**src/common/flic_defines.vh**
```
// Constants for the flash programming controller
`ifndef FLIC_DEFINES_VH
`define FLIC_DEFINES_VH

// ----------------------------------------
// Register index, sector 0
// ----------------------------------------
`define FLIC_S0_ADDR_LOW   3'h0
`define FLIC_S0_DATA0_LOW  3'h1

// ----------------------------------------
// Register index, sector 1
// ----------------------------------------
`define FLIC_S1_CONTROL    3'h0
`define FLIC_S1_BUF_CTRL   3'h1
`define FLIC_S1_ADDR_HIGH  3'h2
`define FLIC_S1_DATA0_HIGH 3'h3

// ----------------------------------------
// Control register fields
// ----------------------------------------
`define FLIC_CTL_EW_EN     7
`define FLIC_CTL_MODE_HI   6
`define FLIC_CTL_MODE_LO   4
`define FLIC_CTL_TRIGGER   3
`define FLIC_CTL_WSTART    2
`define FLIC_CTL_RDEN      1
`define FLIC_CTL_RSTART    0
`define FLIC_BUF_CLEAR     0

// ----------------------------------------
// Operation modes
// ----------------------------------------
`define FLIC_MODE_WRITE    3'h0
`define FLIC_MODE_ERASE    3'h1
`define FLIC_MODE_READ     3'h3
`define FLIC_MODE_ENABLE   3'h6

// ----------------------------------------
// Reset values and timing
// ----------------------------------------
`define FLIC_REG_RESET     8'h00
`define FLIC_BUF_CLEAR_VAL 16'h0000
`define FLIC_CLK_MHZ       50
`define FLIC_UNLOCK_US     1000

`endif

```
**src/rtl/flic_top.v**
```verilog
// Flash in-application programming controller, register side and sequencer
// Contract
// - Erase and write by page, read by word
// - Page and buffer both 2**PAGE_W words, indexed by PAGE_W bits
// - Enable flag set on unlock; gates loads
// - Write start begins write, cleared when done
// - Read needs enable; start cleared when done
// - Buffer page chosen by upper address bits
// - Buffer clear bit self-clears when finished
// - Low byte stores; high byte loads word
// - Address increments after each word load
// - Address holds at last word of page
// - Buffer cleared automatically after write
// - Registers split over sector 0 and 1
// - Low address byte read/write, resets zero
// - Mode codes write, erase, read, enable
// - Trigger runs 1ms window, self-clears
// - Writing one to flag ignored; zero disables
// - Core held while a start bit set
`include "flic_defines.vh"

module flic_top #(
  parameter        ADDR_W        = 15,
  parameter        PAGE_W        = 6,
  parameter        UNLOCK_CYCLES = `FLIC_UNLOCK_US * `FLIC_CLK_MHZ,
  parameter [15:0] UNLOCK_PAT1   = 16'h1234,
  parameter [15:0] UNLOCK_PAT2   = 16'h5678,
  parameter [15:0] UNLOCK_PAT3   = 16'h9ABC
) (
  // Clock and reset
  input  wire              clock,
  input  wire              arst_n,
  // Special-function register access
  input  wire              sfrSector,
  input  wire [2:0]        sfrIndex,
  input  wire              sfrWrEn,
  input  wire              sfrRdEn,
  input  wire [7:0]        sfrWrData,
  output reg  [7:0]        sfrRdData,
  // Core stall
  output reg               cpuHold,
  // Flash array
  output reg               flashEraseStart,
  output reg               flashProgStart,
  output reg               flashReadStart,
  output reg  [ADDR_W-1:0] flashAddr,
  output reg               progWordValid,
  output reg  [PAGE_W-1:0] progWordIndex,
  output reg  [15:0]       progWordData,
  input  wire              flashDone,
  input  wire [15:0]       flashReadData
);

  localparam HI_W  = ADDR_W - 8;
  localparam TMR_W = 17;

  localparam [2:0] S_IDLE   = 3'h0;
  localparam [2:0] S_STREAM = 3'h1;
  localparam [2:0] S_COMMIT = 3'h2;
  localparam [2:0] S_PWAIT  = 3'h3;
  localparam [2:0] S_CLEAR  = 3'h4;
  localparam [2:0] S_ERASE  = 3'h5;
  localparam [2:0] S_READ   = 3'h6;

  // ----------------------------------------
  // Register decode
  // ----------------------------------------
  wire       wr0       = sfrWrEn & ~sfrSector;
  wire       wr1       = sfrWrEn & sfrSector;
  wire       fcrWrite  = wr1 && (sfrIndex == `FLIC_S1_CONTROL);
  wire       frcrWrite = wr1 && (sfrIndex == `FLIC_S1_BUF_CTRL);
  wire       farlWrite = wr0 && (sfrIndex == `FLIC_S0_ADDR_LOW);
  wire       farhWrite = wr1 && (sfrIndex == `FLIC_S1_ADDR_HIGH);
  wire [3:0] wrLow;
  wire [3:0] wrHigh;
  wire [3:0] patHit;
  wire [31:0] lowV;
  wire [31:0] highV;
  wire [63:0] patFlat = {UNLOCK_PAT3, UNLOCK_PAT2, UNLOCK_PAT1, 16'h0000};

  reg [7:0]      addrLow;
  reg [HI_W-1:0] addrHigh;
  reg            ewEnabled;
  reg [2:0]      opMode;
  reg            trigBusy;
  reg            writeStart;
  reg            readEnable;
  reg            readStart;
  reg            clearReq;
  reg [2:0]      unlockSeen;
  reg [2:0]      state;
  reg [PAGE_W-1:0] streamIdx;

  wire              timerExpired;
  wire              bufBusy;
  wire              bufDone;
  wire [15:0]       bufRdData;
  wire [ADDR_W-1:0] fullAddr = {addrHigh, addrLow};
  wire [ADDR_W-1:0] pageBase = {fullAddr[ADDR_W-1:PAGE_W], {PAGE_W{1'b0}}};

  // ----------------------------------------
  // Data register pairs
  // ----------------------------------------
  wire readLoad = (state == S_READ) && flashDone;

  genvar g;
  generate
    for (g = 0; g < 4; g = g + 1) begin : pair
      localparam LOW_IDX  = `FLIC_S0_DATA0_LOW + g;
      localparam HIGH_IDX = `FLIC_S1_DATA0_HIGH + g;
      reg [7:0] lo;
      reg [7:0] hi;
      assign wrLow[g]      = wr0 && (sfrIndex == LOW_IDX[2:0]);
      assign wrHigh[g]     = wr1 && (sfrIndex == HIGH_IDX[2:0]);
      assign lowV[g*8+:8]  = lo;
      assign highV[g*8+:8] = hi;
      assign patHit[g]     = wrHigh[g] && ({sfrWrData, lo} == patFlat[g*16+:16]);
      always @(posedge clock or negedge arst_n) begin
        if (!arst_n) begin
          lo <= `FLIC_REG_RESET;
          hi <= `FLIC_REG_RESET;
        end else if ((g == 0) && readLoad) begin
          {hi, lo} <= flashReadData;
        end else begin
          if (wrLow[g]) begin
            lo <= sfrWrData;
          end
          if (wrHigh[g]) begin
            hi <= sfrWrData;
          end
        end
      end
    end
  endgenerate

  // ----------------------------------------
  // Word load and address advance
  // ----------------------------------------
  wire loadWord = wrHigh[0] && ewEnabled && !bufBusy;
  wire atEnd    = &fullAddr[PAGE_W-1:0];
  wire [ADDR_W-1:0] incAddr = atEnd ? fullAddr : fullAddr + 1'b1;

  always @(posedge clock or negedge arst_n) begin
    if (!arst_n) begin
      addrLow  <= `FLIC_REG_RESET;
      addrHigh <= {HI_W{1'b0}};
    end else if (loadWord) begin
      {addrHigh, addrLow} <= incAddr;
    end else begin
      if (farlWrite) begin
        addrLow <= sfrWrData;
      end
      if (farhWrite) begin
        addrHigh <= sfrWrData[HI_W-1:0];
      end
    end
  end

  // ----------------------------------------
  // Unlock procedure
  // ----------------------------------------
  wire trigSet   = fcrWrite && sfrWrData[`FLIC_CTL_TRIGGER];
  wire trigClr   = fcrWrite && !sfrWrData[`FLIC_CTL_TRIGGER];
  wire unlockHit = trigBusy && (opMode == `FLIC_MODE_ENABLE) && (&unlockSeen);

  always @(posedge clock or negedge arst_n) begin
    if (!arst_n) begin
      unlockSeen <= 3'h0;
    end else if (trigSet) begin
      unlockSeen <= 3'h0;
    end else if (trigBusy && (opMode == `FLIC_MODE_ENABLE)) begin
      unlockSeen <= unlockSeen | patHit[3:1];
    end
  end

  flic_timeout #(
    .CYCLES (UNLOCK_CYCLES),
    .CNT_W  (TMR_W)
  ) u_timer (
    .clock   (clock),
    .arst_n  (arst_n),
    .start   (trigSet),
    .cancel  (trigClr),
    .expired (timerExpired)
  );

  // ----------------------------------------
  // Sequencer decisions
  // ----------------------------------------
  wire writeOk = ewEnabled && (opMode == `FLIC_MODE_WRITE);
  wire eraseOk = ewEnabled && (opMode == `FLIC_MODE_ERASE);
  wire readOk  = readEnable && (opMode == `FLIC_MODE_READ);

  wire writeDone = ((state == S_CLEAR) && bufDone) ||
                   ((state == S_ERASE) && flashDone) ||
                   ((state == S_IDLE) && writeStart && !writeOk && !eraseOk);
  wire readDone  = readLoad ||
                   ((state == S_IDLE) && !writeStart && readStart && !readOk);
  wire autoClear = (state == S_PWAIT) && flashDone;
  wire clwbSet   = frcrWrite && sfrWrData[`FLIC_BUF_CLEAR];

  // ----------------------------------------
  // Control register
  // ----------------------------------------
  reg       next_ewEnabled;
  reg [2:0] next_opMode;
  reg       next_trigBusy;
  reg       next_writeStart;
  reg       next_readEnable;
  reg       next_readStart;
  reg       next_clearReq;

  always @* begin
    next_ewEnabled  = ewEnabled;
    next_opMode     = opMode;
    next_trigBusy   = trigBusy;
    next_writeStart = writeStart;
    next_readEnable = readEnable;
    next_readStart  = readStart;
    next_clearReq   = clearReq;
    if (timerExpired) begin
      next_trigBusy = 1'b0;
    end
    if (writeDone) begin
      next_writeStart = 1'b0;
    end
    if (readDone) begin
      next_readStart = 1'b0;
    end
    if (bufDone) begin
      next_clearReq = 1'b0;
    end
    if (fcrWrite) begin
      next_opMode     = sfrWrData[`FLIC_CTL_MODE_HI:`FLIC_CTL_MODE_LO];
      next_trigBusy   = sfrWrData[`FLIC_CTL_TRIGGER];
      next_readEnable = sfrWrData[`FLIC_CTL_RDEN];
      if (!sfrWrData[`FLIC_CTL_EW_EN]) begin
        next_ewEnabled = 1'b0;
      end
      if (sfrWrData[`FLIC_CTL_WSTART]) begin
        next_writeStart = 1'b1;
      end
      if (sfrWrData[`FLIC_CTL_RSTART]) begin
        next_readStart = 1'b1;
      end
    end
    if (unlockHit) begin
      next_ewEnabled = 1'b1;
    end
    if (clwbSet) begin
      next_clearReq = 1'b1;
    end
  end

  always @(posedge clock or negedge arst_n) begin
    if (!arst_n) begin
      ewEnabled  <= 1'b0;
      opMode     <= 3'h0;
      trigBusy   <= 1'b0;
      writeStart <= 1'b0;
      readEnable <= 1'b0;
      readStart  <= 1'b0;
      clearReq   <= 1'b0;
      cpuHold    <= 1'b0;
    end else begin
      ewEnabled  <= next_ewEnabled;
      opMode     <= next_opMode;
      trigBusy   <= next_trigBusy;
      writeStart <= next_writeStart;
      readEnable <= next_readEnable;
      readStart  <= next_readStart;
      clearReq   <= next_clearReq;
      cpuHold    <= next_writeStart | next_readStart;
    end
  end

  // ----------------------------------------
  // Write buffer
  // ----------------------------------------
  flic_wbuf #(
    .DATA_W (16),
    .IDX_W  (PAGE_W)
  ) u_wbuf (
    .clock      (clock),
    .arst_n     (arst_n),
    .wrEn       (loadWord),
    .wrIdx      (fullAddr[PAGE_W-1:0]),
    .wrData     ({sfrWrData, lowV[7:0]}),
    .rdIdx      (streamIdx),
    .rdData     (bufRdData),
    .clearStart (clwbSet | autoClear),
    .clearBusy  (bufBusy),
    .clearDone  (bufDone)
  );

  // ----------------------------------------
  // Flash sequencer
  // ----------------------------------------
  always @(posedge clock or negedge arst_n) begin
    if (!arst_n) begin
      state           <= S_IDLE;
      streamIdx       <= {PAGE_W{1'b0}};
      flashEraseStart <= 1'b0;
      flashProgStart  <= 1'b0;
      flashReadStart  <= 1'b0;
      flashAddr       <= {ADDR_W{1'b0}};
      progWordValid   <= 1'b0;
      progWordIndex   <= {PAGE_W{1'b0}};
      progWordData    <= 16'h0000;
    end else begin
      flashEraseStart <= 1'b0;
      flashProgStart  <= 1'b0;
      flashReadStart  <= 1'b0;
      progWordValid   <= 1'b0;
      case (state)
        S_IDLE: begin
          if (writeStart && writeOk) begin
            flashAddr <= pageBase;
            streamIdx <= {PAGE_W{1'b0}};
            state     <= S_STREAM;
          end else if (writeStart && eraseOk) begin
            flashAddr       <= pageBase;
            flashEraseStart <= 1'b1;
            state           <= S_ERASE;
          end else if (!writeStart && readStart && readOk) begin
            flashAddr      <= fullAddr;
            flashReadStart <= 1'b1;
            state          <= S_READ;
          end
        end
        S_STREAM: begin
          progWordValid <= 1'b1;
          progWordIndex <= streamIdx;
          progWordData  <= bufRdData;
          streamIdx     <= streamIdx + 1'b1;
          if (&streamIdx) begin
            state <= S_COMMIT;
          end
        end
        S_COMMIT: begin
          flashProgStart <= 1'b1;
          state          <= S_PWAIT;
        end
        S_PWAIT: begin
          if (flashDone) begin
            state <= S_CLEAR;
          end
        end
        S_CLEAR: begin
          if (bufDone) begin
            state <= S_IDLE;
          end
        end
        S_ERASE: begin
          if (flashDone) begin
            state <= S_IDLE;
          end
        end
        S_READ: begin
          if (flashDone) begin
            state <= S_IDLE;
          end
        end
        default: begin
          state <= S_IDLE;
        end
      endcase
    end
  end

  // ----------------------------------------
  // Register read-back
  // ----------------------------------------
  reg [7:0] readMux;

  always @* begin
    readMux = 8'h00;
    if (!sfrSector) begin
      case (sfrIndex)
        `FLIC_S0_ADDR_LOW: readMux = addrLow;
        3'h1:              readMux = lowV[7:0];
        3'h2:              readMux = lowV[15:8];
        3'h3:              readMux = lowV[23:16];
        3'h4:              readMux = lowV[31:24];
        default:           readMux = 8'h00;
      endcase
    end else begin
      case (sfrIndex)
        `FLIC_S1_CONTROL:   readMux = {ewEnabled, opMode, trigBusy, writeStart, readEnable, readStart};
        `FLIC_S1_BUF_CTRL:  readMux = {7'h00, clearReq};
        `FLIC_S1_ADDR_HIGH: readMux = {{(16-ADDR_W){1'b0}}, addrHigh};
        3'h3:               readMux = highV[7:0];
        3'h4:               readMux = highV[15:8];
        3'h5:               readMux = highV[23:16];
        3'h6:               readMux = highV[31:24];
        default:            readMux = 8'h00;
      endcase
    end
  end

  always @(posedge clock or negedge arst_n) begin
    if (!arst_n) begin
      sfrRdData <= 8'h00;
    end else if (sfrRdEn) begin
      sfrRdData <= readMux;
    end
  end

endmodule // flic_top

```
**src/rtl/flic_timeout.v**
```verilog
// One-shot timeout counter for the unlock window
module flic_timeout #(
  parameter CYCLES = 50000,
  parameter CNT_W  = 17
) (
  // Clock and reset
  input  wire             clock,
  input  wire             arst_n,
  // Control
  input  wire             start,
  input  wire             cancel,
  // Status
  output reg              expired
);

  localparam LOAD = CYCLES - 1;

  reg [CNT_W-1:0] count;
  reg             running;

  always @(posedge clock or negedge arst_n) begin
    if (!arst_n) begin
      count   <= {CNT_W{1'b0}};
      running <= 1'b0;
      expired <= 1'b0;
    end else begin
      expired <= 1'b0;
      if (start) begin
        count   <= LOAD[CNT_W-1:0];
        running <= 1'b1;
      end else if (cancel) begin
        running <= 1'b0;
      end else if (running) begin
        if (count == {CNT_W{1'b0}}) begin
          running <= 1'b0;
          expired <= 1'b1;
        end else begin
          count <= count - 1'b1;
        end
      end
    end
  end

endmodule // flic_timeout

```
**src/rtl/flic_wbuf.v**
```verilog
// Page write buffer with self-timed clear sweep
`include "flic_defines.vh"

module flic_wbuf #(
  parameter DATA_W = 16,
  parameter IDX_W  = 6
) (
  // Clock and reset
  input  wire              clock,
  input  wire              arst_n,
  // Word load
  input  wire              wrEn,
  input  wire [IDX_W-1:0]  wrIdx,
  input  wire [DATA_W-1:0] wrData,
  // Word fetch
  input  wire [IDX_W-1:0]  rdIdx,
  output wire [DATA_W-1:0] rdData,
  // Clear
  input  wire              clearStart,
  output reg               clearBusy,
  output reg               clearDone
);

  reg [DATA_W-1:0] mem [0:(1<<IDX_W)-1];
  reg [IDX_W-1:0]  sweep;

  always @(posedge clock or negedge arst_n) begin
    if (!arst_n) begin
      clearBusy <= 1'b0;
      clearDone <= 1'b0;
      sweep     <= {IDX_W{1'b0}};
    end else begin
      clearDone <= 1'b0;
      if (clearBusy) begin
        sweep <= sweep + 1'b1;
        if (&sweep) begin
          clearBusy <= 1'b0;
          clearDone <= 1'b1;
        end
      end else if (clearStart) begin
        clearBusy <= 1'b1;
        sweep     <= {IDX_W{1'b0}};
      end
    end
  end

  // Loads are dropped while a clear sweeps the page
  always @(posedge clock) begin
    if (clearBusy) begin
      mem[sweep] <= `FLIC_BUF_CLEAR_VAL;
    end else if (wrEn) begin
      mem[wrIdx] <= wrData;
    end
  end

  assign rdData = mem[rdIdx];

endmodule // flic_wbuf

```
**config.mk**
```make
export PLATFORM = sky130hd
export DESIGN_NAME = flic_top
export DESIGN_NICKNAME = d
export VERILOG_FILES = /design/src/rtl/flic_top.v /design/src/rtl/flic_timeout.v /design/src/rtl/flic_wbuf.v
export VERILOG_INCLUDE_DIRS = /design/src /design/src/common
export SDC_FILE = /design/constraint.sdc
export NUM_CORES = 1
export LEC_CHECK = 0
export ABC_AREA = 1
export BUFFER_PORTS_ARGS = -buffer_cell sky130_fd_sc_hd__clkbuf_2
export CORE_MARGIN = 2
export CORE_UTILIZATION = 55
export CTS_BUF_LIST = sky130_fd_sc_hd__clkbuf_16
export DETAILED_ROUTE_END_ITERATION = 6
export PLACE_DENSITY_LB_ADDON = 0.08
export SLEW_MARGIN = 20
export SYNTH_ARGS = -nofsm -noshare
export SYNTH_HDL_FRONTEND = slang
export SYNTH_SLANG_ARGS = --single-unit
```
**constraint.sdc**
```tcl
create_clock -name clock -period 6.03 [get_ports clock]
set_input_delay 0.9045 -clock clock [delete_from_list [all_inputs] [get_ports clock]]
set_output_delay 0.9045 -clock clock [all_outputs]
set_load 0.01 [all_outputs]
```
==> impl_metrics.py, run 1 <==
metrics = {
    "outcome": {
        "status": "finished, violations left",
        "violations": "design-rule violations",
    },
    "global_route": {
        "grt_pass1_wl_mm": 209,
        "grt_pass1_vias": 32300,
        "overflow": 0,
        "grt_usage_pct": 30.3,
        "grt_max_degree": 225,
        "antenna_found_initial": 4,
    },
    "timing": {
        "worst_pin_slew_ns": 1.13,
        "drv_slew": 0,
        "setup_viol": 0,
        "finClkSkew_ns": 0.0217,
        "min_period_over_period_pct": 60.7,
        "relSlewSlack_pct": 24.4,
        "finalHoldViolCount": 0,
        "finalSetupTns_ns": 0,
        "grt_setup_unrepaired": "false",
        "fmax_mhz": 273,
        "finalCriticalPeriod_ns": 3.66,
    },
    "detailed_routing": {
        "routed_via_density": 5.91,
        "drc_errors": 1,
        "wire_per_inst_um": 24.2,
        "dr_wl_met3_mm": 11.6,
        "met1Wirelength_mm": 61.3,
        "vias": 34400,
        "drtAntennaViolNets": 0,
        "dr.max_layer_used": "met4",
        "wirelength_mm": 141,
        "dr.first_iter.drc_count": 4473,
        "wl_met2_mm": 63.5,
        "drt_pre_antenna_iters": 7,
    },
    "floorplan": {
        "initial_utilization_pct": 55.2,
        "chipHeight_um": 304,
        "core-area_um2": 89600,
        "die_w_um": 304,
        "fp-row-count": 110,
        "io_pins": 83,
        "die_area_um2": 92400,
    },
    "cells_and_area": {
        "antennaDiodeCount": 0,
        "final_cells": 5826,
        "stdcell_area_um2": 55500,
        "drive_gt1_share_pct": 9.12,
        "n_fill_cell": 7193,
        "final_nets": 4588,
        "final_util_pct": 61.9,
        "areaGrowthSynthToFinish_pct": 12.1,
    },
    "flow_run": {
        "drv_cap": 0,
    },
    "pwr": {
        "total_power_w": 0.0181,
        "irDropWorstVdd_v": 0.000257,
        "leakage_nw": 21.4,
        "power_density_nw_per_um2": 326,
    },
    "clocking": {
        "numCtsBuffers": 118,
        "clk_pin_slew_ns": 0.06,
        "h-tree-depth": 3,
        "post_cts_buffers": 0,
        "cts_tree": "yes",
        "ctsHoldBuffers": 0,
        "root_buffer": "clkbuf_16",
        "ctsResizeCount": 0,
        "cts_num_sinks": 1201,
        "insertion_delay_ns": 0.71,
        "clock_path_buffers": 3,
    },
    "synthesis": {
        "synth_top_area_share_pct": 62.1,
        "synthFlopType": "edfxtp_1",
        "syn-num-nets": 4516,
        "ys_async_sr_fraction_pct": 14.7,
        "synth_most_common_cell": "nand2_1",
        "synth-edff-count": 1024,
        "avgSynthCellArea_um2": 11.1,
        "synth_common_cells": "nand2_1 (1413), edfxtp_1 (1024), nand3_1 (915)",
        "ys_ff_latch": 1201,
        "synthesis.yosys.warnings": 0,
        "seq_area_frac_synth_pct": 71.1,
        "synthCells": 4478,
        "synth_cell_types": 48,
        "synth_area_leaders": "edfxtp_1 (62%), nand2_1 (11%), nand3_1 (9.3%)",
        "synth_top_cell_by_area": "edfxtp_1",
        "netlist_area_um2": 49500,
    },
    "worst_setup_path": {
        "start_kind": "input port",
        "worst-path-max-fanout": 16,
        "crit_path_top_delay_cell": "nand4_1",
        "setup.worst_path.end_class": "flop",
        "worst-endpoint-required_ns": 6.41,
        "path_cells": "clkbuf_2 -> inv_2 -> nand3_2 -> nor2_2 -> nand3_4 -> inv_1 -> nand2_1 -> nand2_2 -> nand4_1 -> buf_4 -> nor2_1 -> buf_4",
        "critical_path_arrival_ns": 4.05,
        "cpMostUsedCell": "buf_4",
        "max_stage_delay_ns": 0.62,
        "setup.worst_path.class": "in2reg",
    },
    "placed_design": {
        "place.port_buffers": 82,
        "gp_congestion": 0.937,
        "dpl.cell_count": 5603,
        "dpl.hpwl_mm": 85.1,
        "place_area_um2": 51600,
    },
    "min_path": {
        "holdCritPathClass": "in2async",
    },
}
[state kept, by name, indices dropped and copies added (netlist names), 7 cells and up]
signal,flops
u_wbuf.mem,1024
pair.lo,32
addrLow,8
sfrRdData,8
addrHigh,7
progWordData,16
u_timer.count,17
pair.hi,32
flashAddr,15
[layer usage]
metal / track usage (%) / up-vias
met5: 0 / -
met1: 45.7 / 16900
met3: 4.62 / 241
met4: 8.99 / 0
li1: - / 15800
met2: 46.0 / 1523
[critical path: cells and delay by family]
family	cells	cell delay [ns]
buf+inv	5	1.31
simple gates	7	1.80
[report_power, final]
| group | total [W] | switching [W] | internal, W |
|---|---|---|---|
| Sequential | 0.00962 | 0.000258 | 0.00936 |
| Combinational | 0.00122 | 0.000884 | 0.000335 |
| Clock | 0.00726 | 0.00314 | 0.00413 |
[cells in the final DEF (no fill, tap or decap), types with 4 or more instances in the layout]
cell,synthesis,routed
clkbuf_16,0,131
bufinv_16,0,6
nand3_1,915,914
nor2_1,192,175
nor4_1,9,9
o22ai_1,23,23
nor3_1,14,14
nand4_2,6,6
a31oi_1,25,25
inv_4,0,5
nand4_1,14,14
clkinv_1,2,24
ha_1,5,5
nor2_2,4,5
inv_2,8,9
o21ai_0,136,136
a21oi_1,66,66
nand2_1,1413,1413
clkinv_2,0,20
buf_12,0,9
nor2_4,0,16
clkbuf_2,0,81
inv_1,130,157
o311ai_0,8,8
edfxtp_1,1024,1024
xor2_1,9,9
o2111ai_1,4,4
dfrtp_1,177,172
o211ai_1,11,11
buf_4,1,108
[worst paths after layout]
kind,depth (start not counted),endpoint,slack (ns),start
worst max-delay path,12,u_wbuf.mem[3][7],2.37,sfrIndex[2]
worst max register to register,9,progWordData[15],2.45,streamIdx[1]
worst min-delay path,1,flashReadStart,0.17,arst_n
max in group asynchronous,2,streamIdx[0],4.56,arst_n
worst min register to register,1,trigBusy,0.42,u_timer.expired
min in group clock,1,trigBusy,0.42,u_timer.expired
[area by class of cell]
cell class	count	area (µm²)	share of cell area [%]
flip-flops and latches	1201	35200	63.4
multi-input cells	2888	13000	23.4
inverters	140	543	0.979
repair buffers	201	1470	2.64
well taps	1176	1470	2.65
clock buffers	131	3280	5.91
clock inverters	89	561	1.01
[stage by stage]
stage,setup slack (ns),hold WS (ns)
6_report,2.37,0.167
2_1_floorplan,1.96,0.407
3_5_place_dp,1.76,0.427
4_1_cts,2.48,0.161
5_1_grt,2.23,0.185
3_3_place_gp,1.81,0.418
[kinds of logic (layout without fill, tap and decap cells)]
| family | count (synthesis) | in the layout | share of synthesized area [%] |
|---|---|---|---|
| adder cells (fa/ha/maj) | 5 | 5 | 0.126 |
| buffers and inverters | 389 | 561 | 2.99 |
| flip-flops | 1201 | 1201 | 71.1 |
| AND/OR/NAND/NOR | 2579 | 2579 | 22.2 |
| XOR/XNOR | 11 | 11 | 0.195 |
| AO/OA/AOI/OAI | 293 | 293 | 3.37 |
Note: power is estimated with default switching activity, not from simulation.
==> run 2, diff against run 1 <==
clock period = 3.03 ns   (was 6.03 ns; I/O delays follow)
==> impl_metrics.py, run 2 (synthesis results as in run 1) <==
metrics = {
    "cells_and_area": {
        "layout_commonest_cell": "nand2_1",
        "final_nets": 4681,
        "drive_gt1_share_pct": 10.6,
        "largest_register_ffs": 1024,
        "areaGrowthSynthToFinish_pct": 14.8,
        "stdcell_area_um2": 56800,
        "largest_register": "u_wbuf.mem",
        "final_cell_mix": "nand2_1 (1413), edfxtp_1 (1024), nand3_1 (914), nor2_1 (176), dfrtp_1 (173)",
        "antennaDiodeCount": 0,
        "reg_top3": "u_wbuf.mem x1024, pair.hi x32, pair.lo x32",
        "final_cells": 5925,
    },
    "global_route": {
        "overflow": 0,
        "grt_max_degree": 162,
        "grt_pass1_wl_mm": 213,
        "grt_pass1_vias": 33200,
        "grt_usage_pct": 31.0,
        "antenna_found_initial": 8,
    },
    "detailed_routing": {
        "drc_errors": 0,
        "drt_pre_antenna_iters": 7,
        "vias": 35100,
        "drtAntennaViolNets": 0,
        "routed_via_density": 5.92,
        "dr.first_iter.drc_count": 4538,
        "wirelength_mm": 144,
        "wire_per_inst_um": 24.3,
    },
    "worst_setup_path": {
        "critical_path_arrival_ns": 3.33,
        "worst-path-max-fanout": 161,
        "setup.worst_path.class": "reg2reg",
        "worst-endpoint-required_ns": 3.67,
        "start_kind": "flop",
        "setup.worst_path.end_class": "flop",
    },
    "floorplan": {
        "die_w_um": 304,
        "io_pins": 83,
        "fp-row-count": 110,
        "die_area_um2": 92400,
        "chipHeight_um": 304,
        "core-area_um2": 89600,
        "initial_utilization_pct": 55.2,
    },
    "clocking": {
        "cts_tree": "yes",
        "root_buffer": "clkbuf_16",
        "clock_path_buffers": 3,
        "ctsResizeCount": 0,
        "post_cts_buffers": 0,
        "h-tree-depth": 3,
        "numCtsBuffers": 120,
        "cts_num_sinks": 1201,
        "insertion_delay_ns": 0.72,
        "clk_pin_slew_ns": 0.06,
        "ctsHoldBuffers": 16,
    },
    "timing": {
        "finalCriticalPeriod_ns": 2.68,
        "min_period_over_period_pct": 88.6,
        "grt_setup_unrepaired": "false",
        "relSlewSlack_pct": 37.8,
        "finClkSkew_ns": 0.0266,
        "drv_slew": 0,
        "setup_viol": 0,
        "finalHoldViolCount": 0,
        "worst_pin_slew_ns": 0.933,
        "fmax_mhz": 372,
    },
    "placed_design": {
        "gp_congestion": 0.926,
        "dpl.hpwl_mm": 87.6,
        "place_area_um2": 52700,
        "dpl.cell_count": 5681,
        "place.port_buffers": 82,
    },
    "flow_run": {
        "drv_cap": 0,
    },
    "min_path": {
        "holdCritPathClass": "in2reg",
    },
    "pwr": {
        "power_density_nw_per_um2": 644,
        "irDropWorstVdd_v": 0.000518,
        "leakage_nw": 22.0,
    },
    "outcome": {
        "status": "finished, final reports clean",
    },
}
[run 2: cell count changes in the layout (fill, tap and decap cells not counted), sizes merged]
| cell | before | now |
|---|---|---|
| buf | 119 | 194 |
| dlygate4sd3 | 0 | 16 |
| clkinv | 45 | 48 |
| inv | 175 | 177 |
| clkbuf | 213 | 203 |
| clkinvlp | 3 | 7 |
| bufinv | 6 | 15 |
[run 2: path summary, 6_finish.rpt]
check,from,end,slack [ns],cells past startpoint
setup / recovery,streamIdx[0],progWordData[7],0.35,11
hold / removal,flashReadData[11],pair[0].hi[3],0.03,3
setup reg to reg,streamIdx[0],progWordData[7],0.35,11
hold reg to reg,u_timer.expired,trigBusy,0.46,1
max in group asynchronous,arst_n,u_timer.count[14],1.86,3
min in group asynchronous,arst_n,pair[3].hi[5],0.32,2
[run 2: critical path: stages, from the launching register on]
cell and delay (ns):
dfrtp_4 0.58, buf_12 0.47, nand2_1 0.13, nand3_1 0.12
nand3_1 0.12, nand3_1 0.15, nand2_1 0.20, nand2_1 0.11
nand3_1 0.22, nand2_1 0.16, nand2_1 0.07, nand2_1 0.08
[run 2: layout make-up]
| type | instances | area [µm²] |
|---|---|---|
| multi-input cells | 2888 | 13000 |
| clock buffers | 121 | 3030 |
| flip-flops and latches | 1201 | 35200 |
| inverters | 140 | 543 |
| repair buffers | 292 | 2690 |
| fillers | 7024 | 32800 |
| clock inverters | 107 | 925 |
| well taps | 1176 | 1470 |
[run 2: power by group]
group          internal, W  leakage, nW  switching, W
clock              0.00852         2.05       0.00632
sequential          0.0186         12.6      0.000483
combinational     0.000816         7.35       0.00185
total               0.0280         22.0       0.00865
[run 2: routing by layer]
| metal | part of all wire, % | vias up | global-route usage [%] |
|---|---|---|---|
| li1 | - | 16000 | - |
| met1 | 42 | 17000 | 46.0 |
| met2 | 45 | 1778 | 46.6 |
| met3 | 9.6 | 297 | 5.40 |
| met4 | 3.7 | 6 | 10.9 |
| met5 | 0.019 | - | 0 |
[run 2: per-stage QoR]
stage	utilization (%)	total power [W]	hold WS [ns]	TNS, ns	worst slack, ns
detailed placement	58.8	0.0220	0.433	0	0.176
global placement	58.8	0.0220	0.450	0	0.196
floorplan	-	0.0208	0.159	-525.72	-0.589
global route	63.4	0.0377	0.0361	0	0.237
finish	63.4	0.0366	0.0299	0	0.345
CTS	63.4	0.0367	0.00178	0	0.440
